File: config.mk
export PLATFORM = sky130hd
export DESIGN_NAME = tsc_ctrl
export DESIGN_NICKNAME = d
export VERILOG_FILES = /design/src/rtl/tsc_sync.v /design/src/rtl/tsc_ctrl.v
export VERILOG_INCLUDE_DIRS = /design/src /design/src/rtl
export SDC_FILE = /design/constraint.sdc
export NUM_CORES = 1
export LEC_CHECK = 0
export ABC_AREA = 0
export BUFFER_PORTS_ARGS = -buffer_cell sky130_fd_sc_hd__buf_4
export CORE_UTILIZATION = 50
export CTS_CLUSTER_DIAMETER = 200
export DETAILED_ROUTE_END_ITERATION = 8
export GPL_TIMING_DRIVEN = 1
export PLACE_DENSITY = 0.69
export SLEW_MARGIN = 5
export SYNTH_ARGS = -nofsm -noshare
export SYNTH_HDL_FRONTEND = slang
export SYNTH_HIERARCHICAL = 1
export SYNTH_SLANG_ARGS = --single-unit
export TNS_END_PERCENT = 5
File: constraint.sdc
create_clock -name clk_i -period 2.4 [get_ports clk_i]
set_input_delay 0.48 -clock clk_i [delete_from_list [all_inputs] [get_ports clk_i]]
set_output_delay 0.48 -clock clk_i [all_outputs]
set_load 0.005 [all_outputs]
File: src/rtl/tsc_defs.vh
// Constants shared by the temperature sensor settings and measurement control.
`ifndef TSC_DEFS_VH
`define TSC_DEFS_VH
// ==========================================================================
// Reset values
`define TSC_CFG_RST 8'h00
`define TSC_TEMP_RST 12'h000
`define TSC_PTR_RST 2'h0
`define TSC_LOW_BYTE 8'h00
// ==========================================================================
// Pointer values
`define TSC_PTR_TEMP 2'h0
`define TSC_PTR_CFG 2'h1
`define TSC_PTR_MAX 8'h03
// ==========================================================================
// Bus address and byte framing
`define TSC_DEV_PREFIX 4'h9
`define TSC_BYTE_DONE 4'h8
`define TSC_CNT_ZERO 4'h0
`define TSC_CNT_ONE 4'h1
// ==========================================================================
// Upper settings byte field positions
`define TSC_B_OS 7
`define TSC_B_RES_HI 6
`define TSC_B_RES_LO 5
`define TSC_B_FQ_HI 4
`define TSC_B_FQ_LO 3
`define TSC_B_POL 2
`define TSC_B_MODE 1
`define TSC_B_SD 0
// ==========================================================================
// Conversion times and clock rate
`define TSC_CLK_KHZ 25000
`define TSC_CONV9_MS 25
`define TSC_CONV10_MS 50
`define TSC_CONV11_MS 100
`define TSC_CONV12_MS 200
// ==========================================================================
// Resolution masks and fault queue depths
`define TSC_MASK9 12'hff8
`define TSC_MASK10 12'hffc
`define TSC_MASK11 12'hffe
`define TSC_MASK12 12'hfff
`define TSC_FQ1 3'h1
`define TSC_FQ2 3'h2
`define TSC_FQ4 3'h4
`define TSC_FQ6 3'h6
`define TSC_FCNT_ZERO 3'h0
`define TSC_FCNT_ONE 3'h1
`endif

File: src/rtl/tsc_sync.v
// Three-stage input synchroniser with agreement filter.
`timescale 1ns/100ps
`include "tsc_defs.vh"
module tsc_sync #(
  parameter W = 1,
  parameter [W-1:0] RST = {W{1'b1}}
) (
  input wire clk_i,
  input wire rstn_i,
  input wire [W-1:0] d_i,
  output wire [W-1:0] q_o
);
  reg [W-1:0] s1_q;
  reg [W-1:0] s2_q;
  reg [W-1:0] s3_q;
  reg [W-1:0] out_q;
  // ==========================================================================
  // Chain; the output follows only when stages two and three agree.
  always @(posedge clk_i or negedge rstn_i) begin
    if (!rstn_i) begin
      s1_q <= RST;
      s2_q <= RST;
      s3_q <= RST;
      out_q <= RST;
    end else begin
      s1_q <= d_i;
      s2_q <= s1_q;
      s3_q <= s2_q;
      if (s2_q == s3_q) begin
        out_q <= s3_q;
      end
    end
  end
  assign q_o = out_q;
endmodule

File: src/rtl/tsc_ctrl.v
// Settings register, two-wire slave and measurement control of the sensor.
`timescale 1ns/100ps
`include "tsc_defs.vh"
module tsc_ctrl #(
  parameter CW = 24,
  parameter [CW-1:0] CONV9_CYC = `TSC_CONV9_MS * `TSC_CLK_KHZ,
  parameter [CW-1:0] CONV10_CYC = `TSC_CONV10_MS * `TSC_CLK_KHZ,
  parameter [CW-1:0] CONV11_CYC = `TSC_CONV11_MS * `TSC_CLK_KHZ,
  parameter [CW-1:0] CONV12_CYC = `TSC_CONV12_MS * `TSC_CLK_KHZ
) (
  input wire clk_i,
  input wire rstn_i,
  input wire scl_i,
  input wire sda_i,
  output wire sda_o,
  output wire sda_oe_o,
  input wire [2:0] strap_address_pins_i,
  input wire [11:0] adc_result_i,
  input wire adc_fault_i,
  output wire conv_busy_o,
  output wire [1:0] resolution_select_o,
  output wire alarm_o
);
  localparam [8:0] S_IDLE = 9'h001;
  localparam [8:0] S_ADDR = 9'h002;
  localparam [8:0] S_AACK = 9'h004;
  localparam [8:0] S_PTR = 9'h008;
  localparam [8:0] S_WDAT = 9'h010;
  localparam [8:0] S_WACK = 9'h020;
  localparam [8:0] S_RDAT = 9'h040;
  localparam [8:0] S_RACK = 9'h080;
  localparam [8:0] S_WAIT = 9'h100;
  localparam [CW-1:0] TMR_ONE = {{(CW-1){1'b0}}, 1'b1};

  // ==========================================================================
  // Helper functions
  function [CW-1:0] conv_len;
    input [1:0] r;
    begin
      case (r)
        2'h0: conv_len = CONV9_CYC;
        2'h1: conv_len = CONV10_CYC;
        2'h2: conv_len = CONV11_CYC;
        default: conv_len = CONV12_CYC;
      endcase
    end
  endfunction

  function [11:0] res_mask;
    input [1:0] r;
    begin
      case (r)
        2'h0: res_mask = `TSC_MASK9;
        2'h1: res_mask = `TSC_MASK10;
        2'h2: res_mask = `TSC_MASK11;
        default: res_mask = `TSC_MASK12;
      endcase
    end
  endfunction

  function [2:0] fq_depth;
    input [1:0] f;
    begin
      case (f)
        2'h0: fq_depth = `TSC_FQ1;
        2'h1: fq_depth = `TSC_FQ2;
        2'h2: fq_depth = `TSC_FQ4;
        default: fq_depth = `TSC_FQ6;
      endcase
    end
  endfunction

  // ==========================================================================
  // Declarations
  wire scl_s;
  wire sda_s;
  wire [2:0] strap_s;
  reg scl_prev_q;
  reg sda_prev_q;
  reg [8:0] state_q;
  reg [3:0] cnt_q;
  reg [7:0] sr_q;
  reg [7:0] tx_q;
  reg oe_q;
  reg [1:0] ptr_q;
  reg first_q;
  reg hi_q;
  reg mack_q;
  reg [7:0] cfg_q;
  reg os_q;
  reg os_run_q;
  reg conv_q;
  reg [CW-1:0] tmr_q;
  reg [1:0] res_run_q;
  reg [11:0] temp_q;
  reg [11:0] new_q;
  reg upd_q;
  reg [2:0] fcnt_q;
  reg int_q;
  reg alarm_q;
  reg [15:0] rd_word;
  wire conv_end;

  // ==========================================================================
  // Pin synchronisers
  tsc_sync #(.W(1), .RST(1'b1)) u_scl (
    .clk_i(clk_i),
    .rstn_i(rstn_i),
    .d_i(scl_i),
    .q_o(scl_s)
  );

  tsc_sync #(.W(1), .RST(1'b1)) u_sda (
    .clk_i(clk_i),
    .rstn_i(rstn_i),
    .d_i(sda_i),
    .q_o(sda_s)
  );

  tsc_sync #(.W(3), .RST(3'h0)) u_strap (
    .clk_i(clk_i),
    .rstn_i(rstn_i),
    .d_i(strap_address_pins_i),
    .q_o(strap_s)
  );

  // ==========================================================================
  // Bus events
  wire scl_rise = scl_s & ~scl_prev_q;
  wire scl_fall = ~scl_s & scl_prev_q;
  wire bus_start = scl_s & scl_prev_q & sda_prev_q & ~sda_s;
  wire bus_stop = scl_s & scl_prev_q & ~sda_prev_q & sda_s;
  wire byte_end = scl_fall & (cnt_q == `TSC_BYTE_DONE);
  wire addr_hit = (sr_q[7:1] == {`TSC_DEV_PREFIX, strap_s});
  wire rd_req = byte_end & (state_q == S_ADDR) & addr_hit & sr_q[0];
  wire ptr_ok = (sr_q <= `TSC_PTR_MAX);
  wire cfg_wr = byte_end & (state_q == S_WDAT) & (ptr_q == `TSC_PTR_CFG) & first_q;
  wire temp_rd = ((state_q == S_RDAT) | (state_q == S_RACK)) & (ptr_q == `TSC_PTR_TEMP);

  // Read data; the single-shot bit and the reserved low byte read as zero.
  always @* begin
    case (ptr_q)
      `TSC_PTR_TEMP: rd_word = {temp_q, 4'h0};
      `TSC_PTR_CFG: rd_word = {1'b0, cfg_q[6:0], `TSC_LOW_BYTE};
      default: rd_word = {8'h00, `TSC_LOW_BYTE};
    endcase
  end

  // ==========================================================================
  // Two-wire slave state machine
  always @(posedge clk_i or negedge rstn_i) begin
    if (!rstn_i) begin
      scl_prev_q <= 1'b1;
      sda_prev_q <= 1'b1;
      state_q <= S_IDLE;
      cnt_q <= `TSC_CNT_ZERO;
      sr_q <= 8'h00;
      tx_q <= 8'h00;
      oe_q <= 1'b0;
      ptr_q <= `TSC_PTR_RST;
      first_q <= 1'b0;
      hi_q <= 1'b0;
      mack_q <= 1'b0;
    end else begin
      scl_prev_q <= scl_s;
      sda_prev_q <= sda_s;
      if (bus_start) begin
        // A partial byte is simply dropped here.
        state_q <= S_ADDR;
        cnt_q <= `TSC_CNT_ZERO;
        oe_q <= 1'b0;
      end else if (bus_stop) begin
        state_q <= S_IDLE;
        oe_q <= 1'b0;
      end else if (scl_rise) begin
        case (state_q)
          S_ADDR, S_PTR, S_WDAT: begin
            sr_q <= {sr_q[6:0], sda_s};
            cnt_q <= cnt_q + `TSC_CNT_ONE;
          end
          S_RDAT: begin
            cnt_q <= cnt_q + `TSC_CNT_ONE;
          end
          S_RACK: begin
            mack_q <= ~sda_s;
          end
          default: begin
            cnt_q <= cnt_q;
          end
        endcase
      end else if (scl_fall) begin
        case (state_q)
          S_ADDR: begin
            if (cnt_q == `TSC_BYTE_DONE) begin
              if (addr_hit) begin
                state_q <= S_AACK;
                oe_q <= 1'b1;
              end else begin
                state_q <= S_WAIT;
              end
            end
          end
          S_AACK: begin
            cnt_q <= `TSC_CNT_ZERO;
            first_q <= 1'b1;
            if (sr_q[0]) begin
              // Upper byte goes out first.
              state_q <= S_RDAT;
              tx_q <= rd_word[15:8];
              hi_q <= 1'b1;
              oe_q <= ~rd_word[15];
            end else begin
              state_q <= S_PTR;
              oe_q <= 1'b0;
            end
          end
          S_PTR: begin
            if (cnt_q == `TSC_BYTE_DONE) begin
              if (ptr_ok) begin
                ptr_q <= sr_q[1:0];
                state_q <= S_WACK;
                oe_q <= 1'b1;
              end else begin
                state_q <= S_WAIT;
              end
            end
          end
          S_WDAT: begin
            if (cnt_q == `TSC_BYTE_DONE) begin
              first_q <= 1'b0;
              if (ptr_q == `TSC_PTR_TEMP) begin
                state_q <= S_WAIT;
              end else begin
                state_q <= S_WACK;
                oe_q <= 1'b1;
              end
            end
          end
          S_WACK: begin
            state_q <= S_WDAT;
            cnt_q <= `TSC_CNT_ZERO;
            oe_q <= 1'b0;
          end
          S_RDAT: begin
            if (cnt_q == `TSC_BYTE_DONE) begin
              state_q <= S_RACK;
              oe_q <= 1'b0;
            end else begin
              tx_q <= {tx_q[6:0], 1'b0};
              oe_q <= ~tx_q[6];
            end
          end
          S_RACK: begin
            cnt_q <= `TSC_CNT_ZERO;
            if (mack_q) begin
              state_q <= S_RDAT;
              hi_q <= ~hi_q;
              tx_q <= hi_q ? rd_word[7:0] : rd_word[15:8];
              oe_q <= hi_q ? ~rd_word[7] : ~rd_word[15];
            end else begin
              state_q <= S_WAIT;
            end
          end
          default: begin
            oe_q <= 1'b0;
          end
        endcase
      end
    end
  end

  // ==========================================================================
  // Settings register and single-shot request
  always @(posedge clk_i or negedge rstn_i) begin
    if (!rstn_i) begin
      cfg_q <= `TSC_CFG_RST;
      os_q <= 1'b0;
    end else begin
      if (cfg_wr) begin
        cfg_q <= {1'b0, sr_q[6:0]};
      end
      if (cfg_wr & sr_q[`TSC_B_OS] & sr_q[`TSC_B_SD] & cfg_q[`TSC_B_SD]) begin
        os_q <= 1'b1;
      end else if (conv_end & os_run_q) begin
        os_q <= 1'b0;
      end
    end
  end

  // ==========================================================================
  // Conversion timing
  assign conv_end = conv_q & (tmr_q == TMR_ONE);
  wire conv_start = ~conv_q & (~cfg_q[`TSC_B_SD] | os_q);

  always @(posedge clk_i or negedge rstn_i) begin
    if (!rstn_i) begin
      conv_q <= 1'b0;
      os_run_q <= 1'b0;
      tmr_q <= {CW{1'b0}};
      res_run_q <= 2'h0;
    end else begin
      if (conv_start) begin
        // The resolution is latched for the run so a change to it waits for the end; resolution_select_o and the alarm settings follow cfg_q at once.
        conv_q <= 1'b1;
        os_run_q <= cfg_q[`TSC_B_SD];
        res_run_q <= cfg_q[`TSC_B_RES_HI:`TSC_B_RES_LO];
        tmr_q <= conv_len(cfg_q[`TSC_B_RES_HI:`TSC_B_RES_LO]);
      end else if (conv_end) begin
        conv_q <= 1'b0;
        os_run_q <= 1'b0;
      end else if (conv_q) begin
        tmr_q <= tmr_q - TMR_ONE;
      end
    end
  end

  // ==========================================================================
  // Temperature result, held back while it is being read
  always @(posedge clk_i or negedge rstn_i) begin
    if (!rstn_i) begin
      temp_q <= `TSC_TEMP_RST;
      new_q <= `TSC_TEMP_RST;
      upd_q <= 1'b0;
    end else begin
      if (conv_end) begin
        new_q <= adc_result_i & res_mask(res_run_q);
        upd_q <= 1'b1;
      end else if (upd_q & ~temp_rd) begin
        temp_q <= new_q;
        upd_q <= 1'b0;
      end
    end
  end

  // ==========================================================================
  // Fault queue and alarm output
  wire [2:0] depth = fq_depth(cfg_q[`TSC_B_FQ_HI:`TSC_B_FQ_LO]);
  wire [2:0] fcnt_n = (fcnt_q == `TSC_FQ6) ? fcnt_q : fcnt_q + `TSC_FCNT_ONE;
  wire alarm_act = cfg_q[`TSC_B_MODE] ? int_q : (fcnt_q >= depth);

  always @(posedge clk_i or negedge rstn_i) begin
    if (!rstn_i) begin
      fcnt_q <= `TSC_FCNT_ZERO;
      int_q <= 1'b0;
      alarm_q <= 1'b1;
    end else begin
      if (conv_end) begin
        fcnt_q <= adc_fault_i ? fcnt_n : `TSC_FCNT_ZERO;
      end
      if (conv_end & adc_fault_i & (fcnt_n == depth) & (fcnt_q != depth)) begin
        int_q <= 1'b1;
      end else if (rd_req) begin
        int_q <= 1'b0;
      end
      alarm_q <= cfg_q[`TSC_B_POL] ? alarm_act : ~alarm_act;
    end
  end

  // ==========================================================================
  // Outputs
  assign sda_o = 1'b0;
  assign sda_oe_o = oe_q;
  assign conv_busy_o = conv_q;
  assign resolution_select_o = cfg_q[`TSC_B_RES_HI:`TSC_B_RES_LO];
  assign alarm_o = alarm_q;
endmodule

# After elaboration in Yosys (flattened, before gate mapping)
# Cells that the tools add are included.
# W data, S select, Z words.
[classes]
eq_ne = 39
n_addsub = 3
muxes = 66
n_reduce_logical = 30
bitwise = 44
order_cmp = 2
[ops]
columns = ["operator", "n"]
rows = [
  ["$mux W9", 12],
  ["$mux W24", 3],
  ["$pmux W23 S3", 1],
  ["$pmux W9 S7", 1],
  ["$mux W7", 5],
  ["$ne A4 B4 Y1 const B", 8],
  ["$pmux W16 S2", 1],
  ["$mux W1", 28],
  ["$and A1 B1 Y1", 25],
  ["$eq A24 B1 Y1 const B", 1],
  ["$mux W4", 6],
  ["$sub A24 B1 Y24 const B", 1],
  ["$pmux W7 S3", 1],
  ["$reduce_and A7 Y1", 3],
  ["$pmux W3 S3", 2],
  ["$not A1 Y1", 16],
  ["$reduce_bool A2 Y1", 7],
  ["$and A12 B12 Y12", 1],
  ["$mux W12", 1],
  ["$reduce_and A4 Y1", 3],
  ["$reduce_bool A3 Y1", 4],
  ["$ne A2 B2 Y1 const B", 5],
  ["$eq A9 B2 Y1 const B", 1],
  ["$eq A9 B3 Y1 const B", 1],
  ["other kinds (32)", 47],
]
[totals]
register_bits = 122
elab_cells = 219
in_bits = 20
out_inout_bits = 6

# Depth between registers and ports, before layout
# Gate-level depths: netlist of the first run.
[depth]
word_depth = 10
depth_mapped = 8
ltp_nobuf = 7

# By module
# Netlist of the first run, hierarchy kept.
[by_module_without_submodules]
columns = ["mod", "instances", "area_per_inst_um2", "seq_area_each_um2", "cells_each"]
rows = [
  ["tsc_ctrl", 1, 5655.4, 2557.5, 549],
  ["tsc_sync at u_strap", 1, 380.4, 300.3, 22],
  ["tsc_sync at u_scl ...", 2, 116.4, 105.1, 5],
]

# Worst setup path after synthesis of the first run
# No wires, ideal clock.
[synth_timing]
path_kind = "reg2reg"
from = "reg scl_prev_q"
to = "reg tx_q[0]"
path_stages_with_launch = 9
slack_ns = 0.032
required_time_ns = 2.275
n_path_buf = 1
setup_time_ns = 0.125
arrival_ns = 2.243
period_less_slack_ns = 2.368
cell_sequence = "dfstp_2 -> inv_1 -> ha_1 -> nand2b_1 -> a21oi_1 -> o21ai_0 -> or4_4 -> buf_6 -> mux2_4"
[synth_between]
elab_chain_len = 5
word_cells_on_any_way = 12
classes_between = "bitwise (11); reduce/logical (1)"
[synth_lines]
columns = ["item", "line", "text"]
rows = [
  ["start: declaration", "tsc_ctrl.v:78", "reg scl_prev_q;"],
  ["start signal: assignment", "tsc_ctrl.v:165", "scl_prev_q <= scl_s;"],
  ["$and A1 B1 Y1", "tsc_ctrl.v:131, tsc_ctrl.v:132", ""],
  ["$and A1 B1 Y1, on equally long branches (2 in a row)", "tsc_ctrl.v:132, tsc_ctrl.v:131", ""],
  ["$not A1 Y1 (no line)", "n/a", ""],
  ["$reduce_and A8 Y1 (no line) (*)", "n/a", ""],
  ["end signal: assignment", "tsc_ctrl.v:209", "tx_q <= rd_word[15:8];"],
  ["end signal: assignment", "tsc_ctrl.v:249", "tx_q <= {tx_q[6:0], 1'b0};"],
  ["end signal: assignment", "tsc_ctrl.v:258", "tx_q <= hi_q ? rd_word[7:0] : rd_word[15:8];"],
  ["end: declaration", "tsc_ctrl.v:83", "reg [7:0] tx_q;"],
]
# Mark *: on every way between the ends. The rest lies on a longest branch, timed or not.
# A chain may end at the register's enable or synchronous reset.

# Final worst setup path of the first run
[layout_timing]
from = "reg scl_prev_q"
to = "reg tx_q[2]"
# The elaborated chain is that of the path after synthesis.

==> qor.txt, run 1 <==
===========================================================================
Placed wire-length estimate after detailed placement .........    10,100 um
Maximum count of clock buffers along a single path ...........            2
Fin crit share ...............................................        96.4%
Number of buffer cells added on primary ports ................           24
Average footprint of a synthesized cell ......................   10.8 sq um
Post-synth ARST share ........................................         100%
Pwr per Cell Area ............................................  708 mW/mm^2
Internal power ...............................................      3.95 mW
Data required time of the worst path .........................      2.69 ns
Final WL .....................................................    14,000 um
Top Ports ....................................................           26
Die height ...................................................       114 um
Leakage power of the design ..................................      3.27 nW
Hold Path Cell Cnt ...........................................            1
Core region area ............................................. 0.0121 sq mm
Clock tree from TritonCTS ....................................        built
R2r endpoint .................................................      tx_q[2]
Post-DRT Antenna Nets ........................................            0
Hold slack ...................................................     0.168 ns
Utilization after layout .....................................        61.0%
Global-route wire length before repair .......................    23,800 um
Most common cell after layout, fill and taps aside ...........      dfrtp_1
Category of the most critical setup path .....................   reg -> reg
CTS root buffer ..............................................    clkbuf_16
Critical path startpoint category ............................    flip-flop
Area growth from synthesis to final layout ...................        17.8%
Number of clock buffers inserted by TritonCTS ................           17
Gr ovfl total ................................................            0
Drt via density ..............................................         5.74
H-tree levels ................................................            4
Maximum ir drop on the vdd rail ..............................       495 uV
Worst hold endpoint ..........................................   u_sda/s1_q
Total nets after synthesis ...................................          619
Post-CTS Setup Repair Bufs ...................................            0
Primary FF master, synth .....................................      dfrtp_1
Worst R2R Start ..............................................   scl_prev_q
Register share of total power ................................        43.3%
Peak Freq ....................................................    0.432 GHz
Slew Viols, Final ............................................            0
Fraction of the yosys area taken by sequential cells .........        48.9%
Layout cells sized above 1 ...................................        25.3%
Power dissipated by switching net loads ......................      1.28 mW
DRT iter0 DRCs ...............................................          294
Setup-failing EPs final ......................................            0
Maximum fanout count along the critical path .................            7
Synth warn ...................................................            6
R2R Setup Slk ................................................      0.09 ns
Clock Latency Late Sink ......................................      0.42 ns
Logic gate share of total power ..............................         9.1%
Hold Fails Final Rpt .........................................            0
Starting Density .............................................        51.8%
Initial antenna violation count ..............................            0
Vias in the first global route ...............................        4,754
Detailed Routing Iterations Pass 1 ...........................            4
Total die area ............................................... 0.0130 sq mm
Clock group share of total power .............................        47.6%
Count of standard-cell rows ..................................           40
Post-synthesis cell count ....................................          581
Arr. time, crit path .........................................      2.61 ns
Path depth of the worst reg2reg path .........................            7
Type of element capturing the critical path ..................    flip-flop
Class of the most critical hold timing path ..................    in -> reg
Count of antenna diodes in the layout ........................            0
Flip-flop and latch count after synthesis ....................          122
RSZ-0062 raised after global routing .........................           no
DR DRC count .................................................            0
Chip Width ...................................................       114 um
Worst slew margin ............................................        59.9%
Worst clock skew on the final layout .........................    0.0160 ns
Number of enable flip-flop cells after synthesis .............            0
Min Clock Period, post-route .................................      2.31 ns
Switching Share ..............................................        24.5%
RePlAce Congestion ...........................................        0.928
Number of max-capacitance violations reported ................            0
Start point of the worst min-delay path ......................        sda_i
Commonest cells after routing, fill and taps aside ........... dfrtp_1, buf_4, nand2_1, mux2_2
Count of unique library cells instantiated by Yosys ..........           63
Synthesized area ............................................. 0.00627 sq mm
Average routed wire per standard cell ........................      17.2 um
Finished Cell Area ........................................... 0.00739 sq mm
Placed standard-cell area .................................... 0.00679 sq mm
GR Util All Layers ...........................................        23.9%
Status ....................................................... complete, no violations
Maximum number of pins on one net before global-route repair .           47
Worst-path clk slew ..........................................      0.06 ns
Vias .........................................................        4,663
Post-route setup TNS .........................................         0 ns
Layout Nets ..................................................          669
Actual slew at the worst max-slew pin ........................     0.601 ns
Clock net sink count .........................................          122
===========================================================================
through the flow:
stage / cells / setup slack, ns / power (mW)
after floorplan: 581 / 0.0319 / 2.55
after global placement: 779 / 0.0591 / 2.75
after detailed placement: 779 / 0.0182 / 2.77
after CTS: 812 / 0.0124 / 5.27
after global routing: 812 / 0.000197 / 5.44
final: 812 / 0.0857 / 5.23
layer usage:
metal	routed length [um]	GRT usage, %	part of all wire [%]
met1	6320	31.9	45
met3	604	5.74	4.3
met2	6770	37.7	48
met4	301	9.61	2.2
met5	0	0	0
what timing repair did:
item | CTS | global route
hold buffers | 1 | 0
resized for setup | 0 | 3
endpoints found under the hold margin | 8 | 0
endpoints found under the setup margin | 0 | 9
worst max path at each step:
stage	endpoint	slack, ns	cells past startpoint	from
finish	tx_q[2]	0.09	7	scl_prev_q
global route	tmr_q[5]	0.0002	6	tmr_q[4]
CTS	tx_q[1]	0.01	7	scl_prev_q
detailed placement	tx_q[2]	0.02	7	scl_prev_q
global placement	tx_q[0]	0.06	7	scl_prev_q
floorplan	tx_q[0]	0.03	8	scl_prev_q
synthesized netlist by cell type (4+ instances only):
library cell / instances / area [sq um]
dfrtp_1: 110 / 2750
nand2_1: 41 / 154
mux2_2: 39 / 439
o21ai_0: 33 / 165
nor2_1: 32 / 120
a21oi_1: 19 / 95.1
ha_1: 18 / 225
inv_1: 17 / 63.8
nand4_1: 17 / 106
clkbuf_1: 16 / 60.1
nor3_1: 16 / 80.1
nand3_1: 15 / 75.1
xnor2_1: 15 / 131
xor2_1: 14 / 123
mux2i_1: 13 / 130
dfstp_2: 12 / 315
or3_1: 11 / 68.8
o31ai_1: 8 / 60.1
buf_2: 7 / 35.0
mux2_4: 7 / 105
nor4_1: 7 / 43.8
or4_1: 7 / 52.6
a22o_1: 6 / 52.6
a31oi_1: 6 / 37.5
nand2b_1: 6 / 37.5
nand3b_1: 6 / 45.0
o211ai_1: 6 / 45.0
and3_1: 5 / 31.3
and4_1: 5 / 43.8
buf_4: 5 / 37.5
nor3_2: 5 / 50.1
nor4b_1: 5 / 43.8
a211oi_1: 4 / 30.0
area by class of cell:
| cell class | count | area [sq um] |
|---|---|---|
| Fill cell | 1023 | 4730 |
| Sequential cell | 122 | 3070 |
| Multi-Input combinational cell | 412 | 2990 |
| Timing Repair Buffer | 61 | 473 |
| Clock buffer | 20 | 457 |
| Tap cell | 168 | 210 |
| Clock inverter | 12 | 124 |
| Inverter | 17 | 63.8 |
registers in the layout (all words and copies together), names as in the netlist, 2 cells and up:
name and count:
ptr_q 2, tx_q 7, fcnt_q 3, state_q 9, cfg_q 7, u_strap/s1_q 3
u_strap/s2_q 3, cnt_q 4, res_run_q 2, temp_q 12, tmr_q 24, u_strap/q_o 3
new_q 12, sr_q 8, u_strap/s3_q 3
logic make-up (layout without fill, tap and decap cells):
family          Yosys count  in the layout  share of synthesized area [%]
compound gates          112            112                           11.8
simple gates            190            190                           16.8
flops                   122            122                           48.9
mux                      60             60                           10.9
fa+ha+maj                20             20                           3.95
xor+xnor                 29             29                           4.05
buf+inv                  47            110                           3.49
other cells               1              1                         0.0598
power by group through the flow:
stage / clock [mW] / sequential (mW) / combinational, mW
final: 2.49 / 2.26 / 0.478
after global routing: 2.63 / 2.28 / 0.534
after CTS: 2.53 / 2.26 / 0.477
after detailed placement: 0 / 2.30 / 0.472
after global placement: 0 / 2.29 / 0.464
after floorplan: 0 / 2.24 / 0.314
worst max-delay path, cell delays in order (launching register included):
cell      delay, ns
dfstp_2        0.54
inv_1          0.04
ha_1           0.18
nand2b_1       0.17
a21oi_2        0.16
o21ai_0        0.13
or4_4          0.64
mux2_4         0.33
Note: power is estimated with default switching activity, not from simulation.
==> run 2: changes to the inputs <==
--- a/config.mk
+++ b/config.mk
@@ -13,6 +13,7 @@
 export DETAILED_ROUTE_END_ITERATION = 8
 export GPL_TIMING_DRIVEN = 1
 export PLACE_DENSITY = 0.69
+export RECOVER_POWER = 100
 export SLEW_MARGIN = 5
 export SYNTH_ARGS = -nofsm -noshare
 export SYNTH_HDL_FRONTEND = slang
==> run 2 against run 1 <==
Die area is the same. Sequential share of layout area grew 0.35 points. Via count grew 0.60%. Critical path depth is the same. Worst setup slack gained 0.012 ns. Clock-buffer cell count is the same. Cell count is the same. Largest cell class unchanged.
==> qor.txt, run 2 (same netlist as run 1, synthesis figures left out) <==
===========================================================================
Maximum number of pins on one net before global-route repair .           47
Arr. time, crit path .........................................      2.60 ns
Layout cells sized above 1 ...................................        22.8%
Worst clock skew on the final layout .........................   0.00915 ns
Type of element capturing the critical path ..................    flip-flop
H-tree levels ................................................            4
Placed wire-length estimate after detailed placement .........    10,100 um
Die height ...................................................       114 um
Clock net sink count .........................................          122
Clock Latency Late Sink ......................................      0.42 ns
Vias .........................................................        4,691
Setup slack at placement .....................................    0.0182 ns
Filler cell count ............................................        1,037
Detailed Routing Iterations Pass 1 ...........................            5
Count of standard-cell rows ..................................           40
Total die area ............................................... 0.0130 sq mm
Status ....................................................... complete, no violations
Path depth of the worst reg2reg path .........................            7
Register containing the most flip-flops in the final layout ..        tmr_q
Slew Viols, Final ............................................            0
Number of clock buffers inserted by TritonCTS ................           17
Average routed wire per standard cell ........................      17.2 um
Starting Density .............................................        51.8%
Vias in the first global route ...............................        4,754
Leakage power of the design ..................................      3.22 nW
Global-route wire length before repair .......................    23,800 um
Hold Fails Final Rpt .........................................            0
Maximum fanout count along the critical path .................            7
Chip Width ...................................................       114 um
Final WL .....................................................    13,900 um
Data required time of the worst path .........................      2.70 ns
Hold Path Cell Cnt ...........................................            1
Area growth from synthesis to final layout ...................        16.8%
Setup-failing EPs final ......................................            0
RePlAce Congestion ...........................................        0.928
Hold slack ...................................................     0.173 ns
DRT iter0 DRCs ...............................................          263
Maximum count of clock buffers along a single path ...........            2
Class of the most critical hold timing path ..................    in -> reg
Core region area ............................................. 0.0121 sq mm
Pwr per Cell Area ............................................  712 mW/mm^2
GR Util All Layers ...........................................        23.9%
Peak Freq ....................................................    0.434 GHz
Worst slew margin ............................................        44.5%
Worst-path clk slew ..........................................      0.05 ns
Post-DRT Antenna Nets ........................................            0
Most common cell after layout, fill and taps aside ...........      dfrtp_1
Fin crit share ...............................................        96.0%
Utilization after layout .....................................        60.5%
Worst Slack Setup Final ......................................    0.0972 ns
Initial antenna violation count ..............................            0
Drt via density ..............................................         5.78
Actual slew at the worst max-slew pin ........................     0.833 ns
Clock tree from TritonCTS ....................................        built
Count of antenna diodes in the layout ........................            0
Maximum ir drop on the vdd rail ..............................       496 uV
Registers with the most flip-flops ........................... tmr_q (24), new_q (12), temp_q (12)
Post-route setup TNS .........................................         0 ns
Number of buffer cells added on primary ports ................           24
Min Clock Period, post-route .................................      2.30 ns
Post-CTS Setup Repair Bufs ...................................            0
DR DRC count .................................................            0
Layout Nets ..................................................          669
Gr ovfl total ................................................            0
Number of max-capacitance violations reported ................            0
Commonest cells after routing, fill and taps aside ........... dfrtp_1, nand2_1, mux2_2, buf_4
RSZ-0062 raised after global routing .........................           no
CTS root buffer ..............................................    clkbuf_16
Top Ports ....................................................           26
Number of flip-flops in the largest register .................           24
Critical path startpoint category ............................    flip-flop
Category of the most critical setup path .....................   reg -> reg
===========================================================================
[run 2: cell count changes in the layout (fill, tap and decap cells not counted), sizes merged]
cell / before / now
clkbuf: 20 / 42
buf: 60 / 38
[run 2: path summary, 6_finish.rpt]
path / start / end / slack (ns)
max: scl_prev_q / tx_q[2] / 0.1
min: sda_i / u_sda/s1_q / 0.17
max reg2reg: scl_prev_q / tx_q[2] / 0.1
min reg2reg: u_strap/s1_q[2] / u_strap/s2_q[2] / 0.35
max in group asynchronous: rstn_i / u_strap/s2_q[1] / 0.52
min in group asynchronous: rstn_i / new_q[6] / 0.66
[run 2: critical path: stages, from the launching register on]
cell and delay, ns:
dfstp_2 0.54, inv_1 0.04, ha_1 0.18, nand2b_1 0.17, a21oi_2 0.16, o21ai_0 0.13
or4_4 0.64, mux2_4 0.33
[run 2: repair_timing]
action / 4_1_cts / 5_1_grt
hold endpoints to repair: 8 / 0
setup endpoints to repair: 0 / 9
resized for setup: 0 / 3
hold buffers: 1 / 0
[run 2: power breakdown]
group | leakage (nW) | total, mW | switching [mW] | internal [mW]
clock network | 0.278 | 2.49 | 0.918 | 1.57
logic | 1.42 | 0.467 | 0.253 | 0.214
registers | 1.52 | 2.26 | 0.108 | 2.15
[run 2: stage by stage]
step           area [sq um]  power [mW]  std cells
2_1_floorplan          6270        2.55        581
3_3_place_gp           6790        2.75        779
3_5_place_dp           6790        2.77        779
4_1_cts                7380        5.27        812
5_1_grt                7320        5.43        812
6_report               7320        5.22        812
[run 2: routing by layer]
layer,track usage (%),vias up,wire (um)
met4,9.61,0,308
li1,-,2230,-
met1,31.9,2317,6310
met2,37.7,115,6740
met3,5.74,29,578
met5,0,-,0
[run 2: final cells by class]
| cell class | count | area [sq um] | area share, % |
|---|---|---|---|
| clock buffers | 20 | 457 | 6.24 |
| clock inverters | 12 | 124 | 1.69 |
| inverters | 17 | 63.8 | 0.871 |
| multi-input cells | 412 | 2980 | 40.7 |
| flip-flops and latches | 122 | 3070 | 41.9 |
| well taps | 168 | 210 | 2.87 |
| repair buffers | 61 | 423 | 5.77 |
==> run 3: changes to the inputs <==
--- a/config.mk
+++ b/config.mk
@@ -6,7 +6,7 @@
 export SDC_FILE = /design/constraint.sdc
 export NUM_CORES = 1
 export LEC_CHECK = 0
-export ABC_AREA = 0
+export ABC_AREA = 1
 export BUFFER_PORTS_ARGS = -buffer_cell sky130_fd_sc_hd__buf_4
 export CORE_UTILIZATION = 50
 export CTS_CLUSTER_DIAMETER = 200
==> run 3 against run 2 <==
Area after synthesis rose by 4.0%. Global-route usage up 1.4 points. Via count up 20%. Utilization shrank 1.7 points. Flip-flop and latch count did not move. Largest cell class unchanged.
==> qor.txt, run 3 <==
===========================================================================
Post-CTS Setup Repair Bufs ...................................            0
Register containing the most flip-flops in the final layout ..        tmr_q
Min Clock Period, post-route .................................      2.21 ns
R2R Setup Slk ................................................      0.19 ns
Hold Path Cell Cnt ...........................................            1
Final cell count without fillers .............................        1,054
Data required time of the worst path .........................      2.72 ns
Pwr per Cell Area ............................................  735 mW/mm^2
Worst slew margin ............................................        32.4%
Slew Viols, Final ............................................            0
Fin crit share ...............................................        92.2%
Gr ovfl total ................................................            0
Hold Fails Final Rpt .........................................            0
Finished Cell Area ........................................... 0.00744 sq mm
Primary FF master, synth .....................................      dfrtp_1
Synthesized area ............................................. 0.00652 sq mm
Layout cells sized above 1 ...................................        11.1%
Flip-flop and latch count after synthesis ....................          122
Setup-failing EPs final ......................................            0
Utilization after layout .....................................        58.7%
CTS root buffer ..............................................    clkbuf_16
Leakage power of the design ..................................      3.63 nW
H-tree levels ................................................            4
Global-route wire length before repair .......................    26,000 um
Average routed wire per standard cell ........................      14.7 um
Placed wire-length estimate after detailed placement .........    11,300 um
Most common cell after layout, fill and taps aside ...........      nand2_1
Detailed Routing Iterations Pass 1 ...........................            5
Number of enable flip-flop cells after synthesis .............            0
Fraction of the yosys area taken by sequential cells .........        47.0%
Initial antenna violation count ..............................            0
Clock tree from TritonCTS ....................................        built
Average footprint of a synthesized cell ......................   7.84 sq um
Critical path startpoint category ............................    flip-flop
Post-DRT Antenna Nets ........................................            0
Post-route setup TNS .........................................         0 ns
RSZ-0062 raised after global routing .........................           no
Category of the most critical setup path .....................   reg -> reg
Count of antenna diodes in the layout ........................            0
Number of max-capacitance violations reported ................            0
DR DRC count .................................................            0
Layout Nets ..................................................          907
Drt via density ..............................................         5.35
Total nets after synthesis ...................................          870
Worst hold endpoint ..........................................   u_scl/s1_q
Worst R2R Start ..............................................     cnt_q[0]
Hold slack ...................................................     0.170 ns
Start point of the worst min-delay path ......................        scl_i
Actual slew at the worst max-slew pin ........................      1.01 ns
Cell count after placement ...................................        1,022
RePlAce Congestion ...........................................        0.914
Chip Width ...................................................       116 um
Class of the most critical hold timing path ..................    in -> reg
Setup slack at placement .....................................     0.272 ns
Starting Density .............................................        51.5%
Total of hold buffers inserted after clock tree synthesis ....            0
Total die area ............................................... 0.0135 sq mm
Die height ...................................................       116 um
Clock net sink count .........................................          122
Count of standard-cell rows ..................................           41
DRT iter0 DRCs ...............................................          354
Arr. time, crit path .........................................      2.53 ns
Number of buffer cells added on primary ports ................           24
R2r endpoint .................................................         os_q
Core region area ............................................. 0.0127 sq mm
Peak Freq ....................................................    0.452 GHz
CTS-repair resized insts .....................................            0
Filler cell count ............................................        1,168
Worst Slack Setup Final ......................................     0.188 ns
Commonest cells after routing, fill and taps aside ........... nand2_1, nor2_1, dfrtp_1, inv_1, o21ai_0
Post-synth ARST share ........................................         100%
Maximum count of clock buffers along a single path ...........            2
Synth top area cells ......................................... dfrtp_1, nand2_1, nor2_1
Maximum ir drop on the vdd rail ..............................       465 uV
Largest area contributor in the netlist ......................      dfrtp_1
Top Ports ....................................................           26
Most used standard cells in the synthesized netlist .......... nand2_1, nor2_1, dfrtp_1, inv_1, o21ai_0
Synth warn ...................................................            6
Vias in the first global route ...............................        5,327
Vias .........................................................        5,635
Share of Yosys cell area claimed by the top area cell type ...        42.2%
Most repeated cell in the gate-level netlist after synthesis .      nand2_1
Status ....................................................... complete, no violations
Post-synthesis cell count ....................................          832
Total power draw .............................................      5.47 mW
Number of flip-flops in the largest register .................           24
Count of unique library cells instantiated by Yosys ..........           46
Clock Latency Late Sink ......................................      0.42 ns
Area growth from synthesis to final layout ...................        14.1%
Worst-path clk slew ..........................................      0.06 ns
GR Util All Layers ...........................................        25.3%
Worst clock skew on the final layout .........................   0.00891 ns
Path depth of the worst reg2reg path .........................            9
Maximum fanout count along the critical path .................           15
Type of element capturing the critical path ..................    flip-flop
Number of clock buffers inserted by TritonCTS ................           17
Registers with the most flip-flops ........................... tmr_q (24), new_q (12), temp_q (12)
Final WL .....................................................    15,500 um
Maximum number of pins on one net before global-route repair .           41
Placed standard-cell area .................................... 0.00691 sq mm
===========================================================================
[run 3: cell count changes in the layout (fill, tap and decap cells not counted), sizes merged, moves of 10 or more]
cell / delta
nor2: +99
inv: +88
o21ai: +25
nand3: +30
or3: -11
nor3: -12
o22ai: +10
mux2i: -13
mux2: -47
buf: -22
nand2: +178
[run 3: worst max-delay path, cell delays in order, from the launching register on]
cell,delay [ns]
dfrtp_1,0.41
inv_1,0.10
ha_1,0.15
nand2_1,0.06
nor2_2,0.25
nand2_1,0.16
nor3_1,0.29
nand4_1,0.20
clkbuf_2,0.26
o31ai_1,0.24
[run 3: how the worst max path moves through the flow]
stage                     startpoint          to  slack, ns  cells after the start
after CTS                  u_scl/q_o  state_q[5]       0.27                     10
final                       cnt_q[0]        os_q       0.19                      9
after detailed placement   u_scl/q_o  state_q[5]       0.27                     10
after floorplan            u_scl/q_o    sda_oe_o       0.53                     12
after global placement      cnt_q[0]        os_q       0.29                      9
after global routing       u_scl/q_o    sda_oe_o       0.02                     12
[run 3: layout make-up]
| cell class | count | area [sq um] | area share (%) |
|---|---|---|---|
| multi-input cells | 589 | 2920 | 39.3 |
| well taps | 172 | 215 | 2.89 |
| repair buffers | 34 | 229 | 3.08 |
| clock buffers | 21 | 470 | 6.32 |
| clock inverters | 11 | 143 | 1.92 |
| flip-flops and latches | 122 | 3070 | 41.2 |
| inverters | 105 | 394 | 5.30 |
[run 3: where the power goes]
| part | switching (mW) | leakage (nW) | internal [mW] |
|---|---|---|---|
| sequential | 0.102 | 1.50 | 2.17 |
| clock | 0.927 | 0.299 | 1.71 |
| combinational | 0.390 | 1.83 | 0.170 |
[run 3: kinds of logic after synthesis]
kind of cell / synth area share (%)
buf+inv: 7.50
fa+ha+maj: 3.45
other cells: 0.0575
flops: 47.0
xor+xnor: 2.94
compound gates: 9.71
simple gates: 29.3
[run 3: per-layer routing]
layer	vias up	wire length (um)	global-route usage, %
met5	-	0	0
met4	0	309	10.0
met3	30	802	4.83
met2	151	7090	38.9
met1	2694	7310	35.5
li1	2760	-	-
